`src/etwsf_pkg.sv`:
```
// shared constants and types for the two-wire eeprom slave front end
package etwsf_pkg;

    // memory density variants
    localparam logic [1:0] VAR_1K = 2'h0;
    localparam logic [1:0] VAR_2K = 2'h1;
    localparam logic [1:0] VAR_4K = 2'h2;
    localparam logic [1:0] VAR_8K = 2'h3;

    // strap compare masks, bit order {strap_addr_bit2, strap_addr_bit1, strap_addr_bit0}
    localparam logic [2:0] MASK_THREE = 3'h7;
    localparam logic [2:0] MASK_TWO   = 3'h6;
    localparam logic [2:0] MASK_ONE   = 3'h4;

    localparam logic [3:0] DEV_CODE   = 4'ha;
    localparam logic [3:0] BYTE_BITS  = 4'h8;
    localparam logic [3:0] LAST_TX    = 4'h7;
    localparam int         CNT_W      = 4;

    // internal write time
    localparam int T_WR_US        = 10000;
    localparam int CLK_MHZ        = 200;
    localparam int WR_CYCLES_DEF  = T_WR_US * CLK_MHZ;
    localparam int WR_CNT_W       = 22;

    localparam int FIFO_DEPTH_DEF = 4;
    localparam int FIFO_WIDTH_DEF = 9;

    typedef enum logic [5:0] {
        ST_IDLE   = 6'h01,
        ST_RECV   = 6'h02,
        ST_ACK    = 6'h04,
        ST_SEND   = 6'h08,
        ST_MACK   = 6'h10,
        ST_IGNORE = 6'h20
    } etwsf_state_t;

    function automatic logic [2:0] strap_mask(input logic [1:0] variant);
        unique case (variant)
            VAR_1K, VAR_2K: strap_mask = MASK_THREE;
            VAR_4K:         strap_mask = MASK_TWO;
            default:        strap_mask = MASK_ONE;
        endcase
    endfunction : strap_mask

endpackage : etwsf_pkg

```
`src/etwsf_fifo.sv`:
```
// shift-style fifo, head entry is a register so out_valid and out_data come from flops
`timescale 1ns/1ps
module etwsf_fifo #(
    parameter int WIDTH = 9,
    parameter int DEPTH = 4
) (
    input  wire logic             clk,
    input  wire logic             rst,
    input  wire logic             in_valid,
    output logic                  in_ready,
    input  wire logic [WIDTH-1:0] in_data,
    output logic                  out_valid,
    input  wire logic             out_ready,
    output logic      [WIDTH-1:0] out_data
);
    localparam int CW = $clog2(DEPTH + 1);

    logic [WIDTH-1:0] mem_r [DEPTH];
    logic [CW-1:0]    count_r;
    logic [CW-1:0]    count_nxt;
    logic             valid_r;
    logic             pop;
    logic             push;
    logic [CW-1:0]    slot;

    if (DEPTH < 2 || WIDTH < 1) begin : g_bad_cfg
        $error("etwsf_fifo: DEPTH must be at least 2 and WIDTH at least 1");
    end

    assign pop       = out_valid && out_ready;
    assign in_ready  = (count_r != CW'(DEPTH)) || pop;
    assign push      = in_valid && in_ready;
    assign slot      = pop ? count_r - CW'(1) : count_r;
    assign count_nxt = count_r + CW'(push) - CW'(pop);
    // valid kept in its own flop so the output comes straight from a register
    assign out_valid = valid_r;
    assign out_data  = mem_r[0];

    always_ff @(posedge clk) begin
        if (rst) begin
            count_r <= '0;
            valid_r <= 1'b0;
        end else begin
            count_r <= count_nxt;
            valid_r <= (count_nxt != '0);
        end
    end

    for (genvar i = 0; i < DEPTH; i++) begin : g_cell
        always_ff @(posedge clk) begin
            if (rst) begin
                mem_r[i] <= '0;
            end else if (push && slot == CW'(i)) begin
                mem_r[i] <= in_data;
            end else if (pop && i < DEPTH - 1) begin
                mem_r[i] <= mem_r[(i + 1) % DEPTH];
            end
        end
    end
endmodule : etwsf_fifo

```
`src/etwsf_front.sv`:
```
// bus-facing front end of a two-wire serial eeprom slave
// Operation
// 1k/2k: slave address from three straps, eight devices per bus.
// 4k: two upper straps only, four devices per bus.
// 8k: highest strap only, two devices per bus.
// selected only when strapped address equals sent address bits.
// data line only pulled low or released, never driven high.
// write-protect input high enables protection, low disables it.
// data falling while clock high is a start; every transaction opens so.
// data rising while clock high is a stop, ending the transaction.
// stop during a read abandons it and returns to standby.
// stop during a write ends data intake and launches the write cycle.
// data changes only while clock low; held stable in clock high.
// any data change during clock high is start or stop, not data.
// serial inputs processed on clock edges, not levels.
// eight-bit bytes; receiver pulls data low on the ninth clock.
// no acknowledge at all while the internal write cycle runs.
// memory left unmodified while write protection is active.
// address mismatch: line released, transaction ignored until next start.
// any start clears the counters so an address byte follows.
`timescale 1ns/1ps
module etwsf_front #(
    parameter logic [1:0] VARIANT    = etwsf_pkg::VAR_2K,
    parameter int         WR_CYCLES  = etwsf_pkg::WR_CYCLES_DEF,
    parameter int         FIFO_DEPTH = etwsf_pkg::FIFO_DEPTH_DEF
) (
    input  wire logic       SYS_CLK,
    input  wire logic       RST,
    input  wire logic       SCL,
    input  wire logic       SDA_IN,
    output logic            SDA_OUT,
    output logic            SDA_OE,
    input  wire logic       STRAP_ADDR_BIT0,
    input  wire logic       STRAP_ADDR_BIT1,
    input  wire logic       STRAP_ADDR_BIT2,
    input  wire logic       WP,
    output logic            WP_ACTIVE,
    output logic            SELECTED,
    output logic [7:0]      WDATA,
    output logic            WDATA_FIRST,
    output logic            WDATA_VALID,
    input  wire logic       WDATA_READY,
    input  wire logic [7:0] RD_DATA,
    output logic            RD_NEXT,
    output logic            WCYCLE_START,
    output logic            WCYCLE_BUSY
);
    localparam int FW = etwsf_pkg::FIFO_WIDTH_DEF;

    if (VARIANT > etwsf_pkg::VAR_8K || WR_CYCLES < 1 || WR_CYCLES >= (1 << etwsf_pkg::WR_CNT_W)
        || FIFO_DEPTH < 2) begin : g_bad_cfg
        $error("etwsf_front: unsupported parameter value");
    end

    ////////////////////////////////////////////////////////////////////////////
    // pin sampling and edge detection

    logic [5:0] pins_s;
    logic       scl_s;
    logic       sda_s;
    logic       wp_s;
    logic [2:0] strap_s;
    logic       scl_d_r;
    logic       sda_d_r;
    logic       scl_rise;
    logic       scl_fall;
    logic       start_det;
    logic       stop_det;

    etwsf_sync #(.WIDTH(6)) u_sync (
        .clk (SYS_CLK),
        .rst (RST),
        .d   ({SCL, SDA_IN, WP, STRAP_ADDR_BIT2, STRAP_ADDR_BIT1, STRAP_ADDR_BIT0}),
        .q   (pins_s)
    );

    assign scl_s   = pins_s[5];
    assign sda_s   = pins_s[4];
    assign wp_s    = pins_s[3];
    assign strap_s = pins_s[2:0];

    always_ff @(posedge SYS_CLK) begin
        if (RST) begin
            scl_d_r <= 1'b1;
            sda_d_r <= 1'b1;
        end else begin
            scl_d_r <= scl_s;
            sda_d_r <= sda_s;
        end
    end

    // scl must be high on both samples so a data edge next to a clock edge is not a condition
    assign scl_rise  = scl_s && !scl_d_r;
    assign scl_fall  = !scl_s && scl_d_r;
    assign start_det = scl_s && scl_d_r && sda_d_r && !sda_s;
    assign stop_det  = scl_s && scl_d_r && !sda_d_r && sda_s;

    ////////////////////////////////////////////////////////////////////////////
    // address compare

    function automatic logic addr_match(input logic [7:0] b, input logic [2:0] strap);
        addr_match = (b[7:4] == etwsf_pkg::DEV_CODE)
                  && (((b[3:1] ^ strap) & etwsf_pkg::strap_mask(VARIANT)) == 3'h0);
    endfunction : addr_match

    ////////////////////////////////////////////////////////////////////////////
    // byte engine

    etwsf_pkg::etwsf_state_t state_r;
    logic [etwsf_pkg::CNT_W-1:0] cnt_r;
    logic [7:0] sr_r;
    logic       oe_r;
    logic       rd_mode_r;
    logic       addr_byte_r;
    logic       first_r;
    logic       got_data_r;
    logic       push_r;
    logic [7:0] push_data_r;
    logic       push_first_r;
    logic       rd_next_r;
    logic       sel_r;
    logic       commit_r;
    logic       busy_r;
    logic       fifo_rdy;

    always_ff @(posedge SYS_CLK) begin
        if (RST) begin
            state_r      <= etwsf_pkg::ST_IDLE;
            cnt_r        <= '0;
            sr_r         <= 8'h00;
            oe_r         <= 1'b0;
            rd_mode_r    <= 1'b0;
            addr_byte_r  <= 1'b0;
            first_r      <= 1'b0;
            got_data_r   <= 1'b0;
            push_r       <= 1'b0;
            push_data_r  <= 8'h00;
            push_first_r <= 1'b0;
            rd_next_r    <= 1'b0;
            sel_r        <= 1'b0;
            commit_r     <= 1'b0;
        end else begin
            push_r    <= 1'b0;
            rd_next_r <= 1'b0;
            commit_r  <= 1'b0;
            if (start_det) begin
                state_r     <= etwsf_pkg::ST_RECV;
                cnt_r       <= '0;
                addr_byte_r <= 1'b1;
                oe_r        <= 1'b0;
                rd_mode_r   <= 1'b0;
                got_data_r  <= 1'b0;
                sel_r       <= 1'b0;
            end else if (stop_det) begin
                // an unprotected write sequence that delivered data launches the cycle; a read just ends
                commit_r   <= (state_r != etwsf_pkg::ST_IDLE) && !rd_mode_r && got_data_r && !wp_s;
                state_r    <= etwsf_pkg::ST_IDLE;
                oe_r       <= 1'b0;
                sel_r      <= 1'b0;
                got_data_r <= 1'b0;
            end else begin
                unique case (state_r)
                    etwsf_pkg::ST_IDLE, etwsf_pkg::ST_IGNORE: begin
                    end
                    etwsf_pkg::ST_RECV: begin
                        if (scl_rise && cnt_r < etwsf_pkg::BYTE_BITS) begin
                            sr_r  <= {sr_r[6:0], sda_s};
                            cnt_r <= cnt_r + 4'h1;
                        end else if (scl_fall && cnt_r == etwsf_pkg::BYTE_BITS) begin
                            if (addr_byte_r) begin
                                if (addr_match(sr_r, strap_s) && !busy_r) begin
                                    oe_r      <= 1'b1;
                                    state_r   <= etwsf_pkg::ST_ACK;
                                    rd_mode_r <= sr_r[0];
                                    sel_r     <= 1'b1;
                                    first_r   <= 1'b1;
                                end else begin
                                    state_r <= etwsf_pkg::ST_IGNORE;
                                end
                            end else if (fifo_rdy) begin
                                // protected bytes are acknowledged but never reach the array
                                push_r       <= !wp_s;
                                push_data_r  <= sr_r;
                                push_first_r <= first_r;
                                first_r      <= 1'b0;
                                got_data_r   <= 1'b1;
                                oe_r         <= 1'b1;
                                state_r      <= etwsf_pkg::ST_ACK;
                            end else begin
                                // full buffer refuses the byte by withholding the acknowledge
                                state_r <= etwsf_pkg::ST_IGNORE;
                            end
                        end
                    end
                    etwsf_pkg::ST_ACK: begin
                        if (scl_fall) begin
                            cnt_r       <= '0;
                            addr_byte_r <= 1'b0;
                            if (rd_mode_r) begin
                                sr_r    <= RD_DATA;
                                oe_r    <= !RD_DATA[7];
                                state_r <= etwsf_pkg::ST_SEND;
                            end else begin
                                oe_r    <= 1'b0;
                                state_r <= etwsf_pkg::ST_RECV;
                            end
                        end
                    end
                    etwsf_pkg::ST_SEND: begin
                        if (scl_fall) begin
                            if (cnt_r == etwsf_pkg::LAST_TX) begin
                                oe_r      <= 1'b0;
                                rd_next_r <= 1'b1;
                                cnt_r     <= '0;
                                state_r   <= etwsf_pkg::ST_MACK;
                            end else begin
                                cnt_r <= cnt_r + 4'h1;
                                sr_r  <= {sr_r[6:0], 1'b0};
                                oe_r  <= !sr_r[6];
                            end
                        end
                    end
                    etwsf_pkg::ST_MACK: begin
                        if (scl_rise && sda_s) begin
                            state_r <= etwsf_pkg::ST_IGNORE;
                        end else if (scl_fall) begin
                            sr_r    <= RD_DATA;
                            oe_r    <= !RD_DATA[7];
                            state_r <= etwsf_pkg::ST_SEND;
                        end
                    end
                    default: begin
                        state_r <= etwsf_pkg::ST_IDLE;
                        oe_r    <= 1'b0;
                    end
                endcase
            end
        end
    end

    ////////////////////////////////////////////////////////////////////////////
    // internal write cycle timer

    logic [etwsf_pkg::WR_CNT_W-1:0] wr_cnt_r;

    always_ff @(posedge SYS_CLK) begin
        if (RST) begin
            busy_r   <= 1'b0;
            wr_cnt_r <= '0;
        end else if (commit_r) begin
            busy_r   <= 1'b1;
            wr_cnt_r <= etwsf_pkg::WR_CNT_W'(WR_CYCLES - 1);
        end else if (busy_r) begin
            if (wr_cnt_r == '0) begin
                busy_r <= 1'b0;
            end else begin
                wr_cnt_r <= wr_cnt_r - 1'b1;
            end
        end
    end

    ////////////////////////////////////////////////////////////////////////////
    // write data buffer and output registers

    etwsf_fifo #(.WIDTH(FW), .DEPTH(FIFO_DEPTH)) u_fifo (
        .clk       (SYS_CLK),
        .rst       (RST),
        .in_valid  (push_r),
        .in_ready  (fifo_rdy),
        .in_data   ({push_first_r, push_data_r}),
        .out_valid (WDATA_VALID),
        .out_ready (WDATA_READY),
        .out_data  ({WDATA_FIRST, WDATA})
    );

    always_ff @(posedge SYS_CLK) begin
        if (RST) begin
            WP_ACTIVE <= 1'b0;
        end else begin
            WP_ACTIVE <= wp_s;
        end
    end

    assign SDA_OUT      = 1'b0;
    assign SDA_OE       = oe_r;
    assign SELECTED     = sel_r;
    assign RD_NEXT      = rd_next_r;
    assign WCYCLE_START = commit_r;
    assign WCYCLE_BUSY  = busy_r;

    ////////////////////////////////////////////////////////////////////////////
    // checks

    a_oe_on_edges: assert property (@(posedge SYS_CLK) disable iff (RST)
        $changed(SDA_OE) |-> $past(scl_fall) || $past(start_det) || $past(stop_det))
        else $error("data line drive changed while clock high");

    a_start_clears_cnt: assert property (@(posedge SYS_CLK) disable iff (RST)
        start_det |=> state_r == etwsf_pkg::ST_RECV && cnt_r == '0 && addr_byte_r)
        else $error("start did not restart address reception");

    a_stop_read_idle: assert property (@(posedge SYS_CLK) disable iff (RST)
        stop_det && rd_mode_r |=> state_r == etwsf_pkg::ST_IDLE && !SDA_OE && !WCYCLE_START)
        else $error("stop in read did not return to standby");

    a_stop_write_cycle: assert property (@(posedge SYS_CLK) disable iff (RST)
        stop_det && !rd_mode_r && got_data_r && !wp_s && state_r != etwsf_pkg::ST_IDLE
        |=> WCYCLE_START ##1 WCYCLE_BUSY [*3])
        else $error("stop in write did not launch the write cycle");

    a_busy_no_ack: assert property (@(posedge SYS_CLK) disable iff (RST)
        busy_r && scl_fall && state_r == etwsf_pkg::ST_RECV && addr_byte_r && cnt_r == etwsf_pkg::BYTE_BITS
        |=> !SDA_OE && state_r == etwsf_pkg::ST_IGNORE)
        else $error("address acknowledged during write cycle");

    a_wp_no_push: assert property (@(posedge SYS_CLK) disable iff (RST)
        $past(wp_s) && wp_s |-> !push_r && !WCYCLE_START)
        else $error("protected write reached the array");

    a_ignore_release: assert property (@(posedge SYS_CLK) disable iff (RST)
        state_r == etwsf_pkg::ST_IGNORE && !start_det |=> (state_r == etwsf_pkg::ST_IGNORE
        || state_r == etwsf_pkg::ST_IDLE) && !SDA_OE)
        else $error("ignored transaction touched the data line");

    a_addr_ack_match: assert property (@(posedge SYS_CLK) disable iff (RST)
        $rose(SDA_OE) && state_r == etwsf_pkg::ST_ACK && addr_byte_r |-> addr_match($past(sr_r), $past(strap_s)))
        else $error("acknowledged a foreign address");

endmodule : etwsf_front

```
`src/etwsf_sync.sv`:
```
// two-flop synchroniser for pin inputs
`timescale 1ns/1ps
module etwsf_sync #(
    parameter int WIDTH = 1
) (
    input  wire logic             clk,
    input  wire logic             rst,
    input  wire logic [WIDTH-1:0] d,
    output logic      [WIDTH-1:0] q
);
    logic [WIDTH-1:0] meta_r;

    if (WIDTH < 1) begin : g_bad_width
        $error("etwsf_sync: WIDTH must be at least 1");
    end

    // meta_r feeds q only
    always_ff @(posedge clk) begin
        if (rst) begin
            meta_r <= '0;
            q      <= '0;
        end else begin
            meta_r <= d;
            q      <= meta_r;
        end
    end
endmodule : etwsf_sync

```
`config.mk`:
```
export PLATFORM = sky130hd
export DESIGN_NAME = etwsf_front
export DESIGN_NICKNAME = d
export VERILOG_FILES = /design/src/etwsf_pkg.sv /design/src/etwsf_fifo.sv /design/src/etwsf_front.sv /design/src/etwsf_sync.sv
export SDC_FILE = /design/constraint.sdc
export NUM_CORES = 1
export LEC_CHECK = 0
export BUFFER_PORTS_ARGS = -buffer_cell sky130_fd_sc_hd__buf_4
export CAP_MARGIN = 20
export CORE_MARGIN = 1
export CORE_UTILIZATION = 54
export CTS_CLUSTER_DIAMETER = 40
export DETAILED_ROUTE_END_ITERATION = 8
export HOLD_SLACK_MARGIN = 0.02
export PLACE_DENSITY = 0.76
export SLEW_MARGIN = 10
export SYNTH_ARGS = -nofsm -noshare
export SYNTH_HDL_FRONTEND = slang
export SYNTH_SLANG_ARGS = --single-unit
```
`constraint.sdc`:
```
create_clock -name SYS_CLK -period 2.81 [get_ports SYS_CLK]
set_input_delay 0.1405 -clock SYS_CLK [delete_from_list [all_inputs] [get_ports SYS_CLK]]
set_output_delay 0.1405 -clock SYS_CLK [all_outputs]
set_load 0.1 [all_outputs]
```
# ---- Word level (Yosys, flattened, before mapping)
# Memory sizes are Yosys's and may differ from the RTL's.
# Index checks and enable logic that the tools add are counted.
dict set report classes {
  addsub 5
  n_mul 0
  div_mod_pow 0
  order_cmp 1
  eq_ne 37
  shifts 0
  mux 84
  bitwise_logic 19
  reduce_logical 61
}
# cell count
set op_table {}
lappend op_table {{21-bit two-way mux} 3}
lappend op_table {{9-bit two-way mux} 7}
lappend op_table {{6-bit two-way mux} 10}
lappend op_table {{8-bit two-way mux} 7}
lappend op_table {{1-bit two-way mux} 45}
lappend op_table {{8-bit one-hot mux with 4 select lines} 1}
lappend op_table {{6-bit one-hot mux with 5 select lines} 1}
lappend op_table {{7-bit AND reduction} 4}
lappend op_table {{2-bit inequality test, second input constant} 12}
lappend op_table {{22-bit logical NOT} 1}
lappend op_table {{22-bit by 1-bit subtractor with 22-bit output, second input constant} 1}
lappend op_table {{1-bit logical AND} 21}
lappend op_table {{4-bit two-way mux} 5}
lappend op_table {{4-bit inequality test, second input constant} 5}
lappend op_table {{5-bit AND reduction} 3}
lappend op_table {{3-bit inequality test, second input constant} 4}
lappend op_table {{4-bit one-hot mux with 3 select lines} 1}
lappend op_table {{1-bit NOT} 11}
lappend op_table {{10-bit AND reduction} 1}
lappend op_table {{1-bit logical NOT} 9}
lappend op_table {{9-bit AND reduction} 1}
lappend op_table {{4-bit == test, second input constant} 2}
lappend op_table {{2-bit nonzero test} 4}
lappend op_table {{8-bit OR reduction} 1}
lappend op_table {{other kinds (33)} 47}
dict set report totals {
  reg_bits 78
  latchBits 0
  ramBits 36
  mem_bits_ro 0
  output_inout_bits 17
  memories 1
}
# memory words word_bits read_ports rd_ports_with_merged_regs wr line_no
set mem_list {}
lappend mem_list {u_fifo.mem_r 4 9 4 0 4 etwsf_fifo.sv:18} ;# logic [WIDTH-1:0] mem_r [DEPTH];

# ---- Longest topological paths before layout
dict set report depth {
  word_depth 11
  depth_mapped 9
  mapped_depth_nobuf 9
}

# ---- Hierarchy
# A second synthesis with hierarchy kept.
dict set report unflattened {
  cells_unflattened 527
  hier_area_um2 5386.4
}
# mod n_inst cells_each area_each_um2 seq_area_each_um2
set by_module_without_submodules {}
lappend by_module_without_submodules {etwsf_front 1 369 3178.0 1241.2}
lappend by_module_without_submodules {etwsf_fifo 1 133 1841.8 1161.1}
lappend by_module_without_submodules {etwsf_sync 1 25 366.6 240.2}

# ---- Worst setup path after synthesis
# Ideal clock, no wire load.
dict set report synth_timing {
  path_type {reg-to-reg}
  startpoint {register u_fifo.valid_r, in the netlist u_fifo.out_valid}
  endpoint {memory u_fifo.mem_r[1][0] (enable)}
  setup_ns 0.387
  arrival_ns 2.461
  required_time_ns 2.423
  path_slack_ns -0.038
  stages_incl_launch_ff 7
  path_buffers 0
  synth_period_minus_slack_ns 2.848
  cell_sequence {dfxtp_1 -> nand2_1 -> inv_1 -> ha_1 -> inv_1 -> nand3_1 -> o21ai_0}
}
# item line_no
set synth_rtl {}
lappend synth_rtl {{from (decl)} etwsf_fifo.sv:21} ;# logic valid_r;
lappend synth_rtl {{from (signal assigned)} etwsf_fifo.sv:45} ;# valid_r <= (count_nxt != '0);
lappend synth_rtl {{to (decl)} etwsf_fifo.sv:18}

==> metrics.md <==
| Metric | Value |
|---|---|
| Maximum fanout along the worst path | 9 |
| Final nets | 578 |
| Number of buffer and inverter instances along the worst setup path | 1 |
| Slowest cell on crit path | sky130_fd_sc_hd__nor3b_2 |
| Most common cell in the netlist | sky130_fd_sc_hd__dfxtp_1 |
| Fraction of the yosys area taken by sequential cells | 49.3% |
| Synth Instances | 510 |
| Post-route total power | 4.91 mW |
| Top cell type by total area after synthesis | sky130_fd_sc_hd__dfxtp_1 |
| H-tree depth | 4 |
| Clock tree from TritonCTS | built |
| Worst voltage drop across the vdd grid | 470 uV |
| Vias | 4136 |
| Area share of the leading cell type in the synthesized netlist | 29.1% |
| Worst skew pair latency | 0.52 ns |
| Layout Cells excl Fill | 698 |
| Overflow after GRT | 0 |
| Clk root buf | sky130_fd_sc_hd__clkbuf_8 |
| Count of unresolved DRC violations after routing | 0 |
| Delay of the slowest cell on the worst path | 0.55 ns |
| Number of flops mapped to enable cells by yosys | 36 |
| Pin count of the biggest net entering global routing | 62 |
| Total negative slack | 0 ns |
| Clock slew at the register clock pins of the worst setup and hold paths | 0.06 ns |
| Number of buffers on the longest clock path | 2 |
| Post-layout min period | 2.46 ns |
| First-pass iteration count of the detailed router | 5 |
| Final period util | 87.7% |
| Share of synthesized flip-flops with an asynchronous set or reset | 0% |
| Number of global-route vias before repair | 3956 |
| Cell mode on critical path | sky130_fd_sc_hd__ha_1 |
| RSZ-0062 raised after global routing | no |
| Starting DRT DRC Count | 247 |
| Count of distinct cell types in the synthesized netlist | 73 |
| Antenna diodes | 0 |
| Starting density of the core | 55.4% |
| Per-cell via count in the routed design | 5.93 |
| FP Rows | 36 |
| Hold/Removal Path Class | in -> reg |
| Final ANT Viol Nets | 0 |
| Critical Path RT | 3.19 ns |
| Number of placed I/O pins | 34 |
| CTS sink cnt | 114 |
| Post-Syn Nets | 536 |
| CP Data Arrival Time | 2.84 ns |
| Worst Clk Skew | 0.0115 ns |
| Cell leakage power | 2.40 nW |
| Transition at the pin with the smallest max-transition slack | 0.771 ns |
| Inst Count DP | 656 |
| Final core occ | 66.2% |
| Die Span Y | 102 um |
| Worst slew margin relative to its limit | 48.4% |
| Antenna violations before repair | 0 |
| Post-synthesis instance area | 5370 um2 |
| Max Cap Viol | 0 |
| Ranking of synthesized cells by instance count | sky130_fd_sc_hd__dfxtp_1 (78), sky130_fd_sc_hd__nor2_1 (38), sky130_fd_sc_hd__edfxtp_1 (36), sky130_fd_sc_hd__a21oi_1 (28) |
| Main area contributors after synthesis | sky130_fd_sc_hd__dfxtp_1 (29%), sky130_fd_sc_hd__edfxtp_1 (20%), sky130_fd_sc_hd__a22o_1 (4.4%) |
| Detailed-route wire length per cell | 16.5 um |
| Critical path launch point type | register |
| Slack of the worst reg-to-reg path | 0.35 ns |
| Count of endpoints failing hold in the final timing report | 0 |
| Kind of cell with the highest combined delay on the critical path | simple AND/OR/NAND/NOR gates |
| Hold_buf cts | 10 |
| IO buf count | 32 |
| Placed Area | 5670 um2 |
| Number of failing setup endpoints in the final timing report | 0 |
| Wire length of the first global-routing pass | 18900 um |
| Final-report max-slew violation count | 0 |
| Post-CTS sizing | 0 |
| Type of the worst setup path | reg -> reg |
| Post-route cell area | 6410 um2 |
| Die X-Extent | 102 um |
| Global-route usage over all layers | 23.9% |
| Std-Cell Core Area | 9680 um2 |
| Half-perimeter wire length after placement | 7870 um |
| Run status | completed |
| Cells along the critical path | inv_1 -> ha_1 -> ha_1 -> a211o_1 -> nand2_1 -> nand3_1 -> nor3b_2 -> a22o_1 |
| Area Growth Syn to Fin | 19.5% |
| Average instance area after synthesis | 10.5 um2 |
| TritonCTS Buffers | 17 |
| Power per cell area | 766 nW/um2 |
| DRT Wirelength | 11500 um |
| Maximum achievable frequency | 406 MHz |
| Synth warn | 0 |
| Post-synthesis sequential element count | 114 |
| Nature of the critical path endpoint | register |
| Gp weighted congestion | 0.841 |
| Area of the die | 10300 um2 |
| Primary FF master, synth | sky130_fd_sc_hd__dfxtp_1 |
| Buffer count from post-CTS setup fixing | 0 |
| Layout cells sized above 1 | 16.5% |
state kept, by name, indices dropped and copies added (netlist names), 3 cells and up:
| name | count |
|---|---|
| wr_cnt_r | 22 |
| u_sync.meta_r | 6 |
| push_data_r | 8 |
| u_fifo.count_r | 3 |
| u_fifo.mem_r | 36 |
| u_sync.q | 6 |
| state_r | 6 |
| sr_r | 8 |
| cnt_r | 4 |
power breakdown:
part           total, mW  switching, mW  internal (mW)
combinational      0.676          0.458          0.218
sequential          1.90         0.0774           1.82
clock               2.33          0.725           1.61
total               4.91           1.26           3.65
final cells by class:
class | count | area, um2
fill | 744 | 3270
sequential | 114 | 2640
multi-input combinational | 355 | 2520
clock buffer | 20 | 425
timing repair buffer | 48 | 385
clock inverter | 12 | 211
tap | 133 | 166
inverter | 16 | 60.1
cells by family after synthesis:
kind of cell	count (synthesis)	share of synthesized area (%)
and+or+nand+nor	176	19.9
adders and majority gates	9	2.24
other	1	0.0699
DFF	114	49.3
buffers and inverters	41	3.82
AOI/OAI and AO/OA	131	18.0
xor gates and xnor gates	18	2.94
muxes	20	3.75
worst reg2reg max path, stage by stage, from the launching register on:
cell and delay (ns):
sky130_fd_sc_hd__dfxtp_1 0.42, sky130_fd_sc_hd__inv_1 0.10, sky130_fd_sc_hd__ha_1 0.19, sky130_fd_sc_hd__ha_1 0.23, sky130_fd_sc_hd__a211o_1 0.29, sky130_fd_sc_hd__nand2_1 0.09
sky130_fd_sc_hd__nand3_1 0.22, sky130_fd_sc_hd__nor3b_2 0.55, sky130_fd_sc_hd__a22o_1 0.23
metal layers:
| layer | part of all wire, % | global-route usage (%) | wire, um |
|---|---|---|---|
| met3 | 4.3 | 5.31 | 492 |
| met4 | 1.8 | 10.5 | 209 |
| met1 | 43 | 28.4 | 4940 |
| met5 | 0 | 0 | 0 |
| met2 | 51 | 41.3 | 5860 |
worst paths after layout:
path                                start                                to  depth (start not counted)
min                            RD_DATA[6]              sr_r[6]$_SDFFE_PP0P_                          3
max reg2reg  u_fifo.count_r[1]$_SDFF_PP0_  u_fifo.mem_r[2][6]$_SDFFCE_PN0P_                          8
min reg2reg   u_sync.meta_r[3]$_SDFF_PP0_            u_sync.q[3]$_SDFF_PP0_                          1
max          u_fifo.count_r[1]$_SDFF_PP0_  u_fifo.mem_r[2][6]$_SDFFCE_PN0P_                          8
layout by cell type, fill, tap and decap left out, types with 3 or more instances in the layout:
cell,n
sky130_fd_sc_hd__dfxtp_1,77
sky130_fd_sc_hd__nor2_1,38
sky130_fd_sc_hd__buf_4,38
sky130_fd_sc_hd__edfxtp_1,36
sky130_fd_sc_hd__a21oi_1,28
sky130_fd_sc_hd__nand2_1,27
sky130_fd_sc_hd__a22o_1,27
sky130_fd_sc_hd__nor2b_1,22
sky130_fd_sc_hd__mux2i_1,19
sky130_fd_sc_hd__inv_1,16
sky130_fd_sc_hd__clkbuf_16,16
sky130_fd_sc_hd__o21ai_0,15
sky130_fd_sc_hd__a31oi_1,14
sky130_fd_sc_hd__nor3_1,12
sky130_fd_sc_hd__or3_1,12
sky130_fd_sc_hd__and2_1,10
sky130_fd_sc_hd__xnor2_1,10
sky130_fd_sc_hd__dlygate4sd3_1,10
sky130_fd_sc_hd__nand3_1,9
sky130_fd_sc_hd__a211oi_2,8
sky130_fd_sc_hd__xor2_1,8
sky130_fd_sc_hd__ha_1,8
sky130_fd_sc_hd__o31ai_1,7
sky130_fd_sc_hd__or4_1,7
sky130_fd_sc_hd__o211ai_1,6
sky130_fd_sc_hd__bufinv_16,6
sky130_fd_sc_hd__o21a_1,4
sky130_fd_sc_hd__a211oi_1,3
sky130_fd_sc_hd__nor3b_1,3
sky130_fd_sc_hd__nand4_1,3
sky130_fd_sc_hd__nor4b_1,3
sky130_fd_sc_hd__nor4_1,3
sky130_fd_sc_hd__clkinv_2,3
sky130_fd_sc_hd__clkbuf_1,3
metrics by stage:
step	hold WS, ns	setup slack, ns
after global placement	0.349	0.516
after CTS	0.0207	0.326
after global routing	0.0442	0.181
after floorplan	0.269	0.302
after detailed placement	0.357	0.392
final	0.0219	0.346
Note: power is estimated with default switching activity, not from simulation.
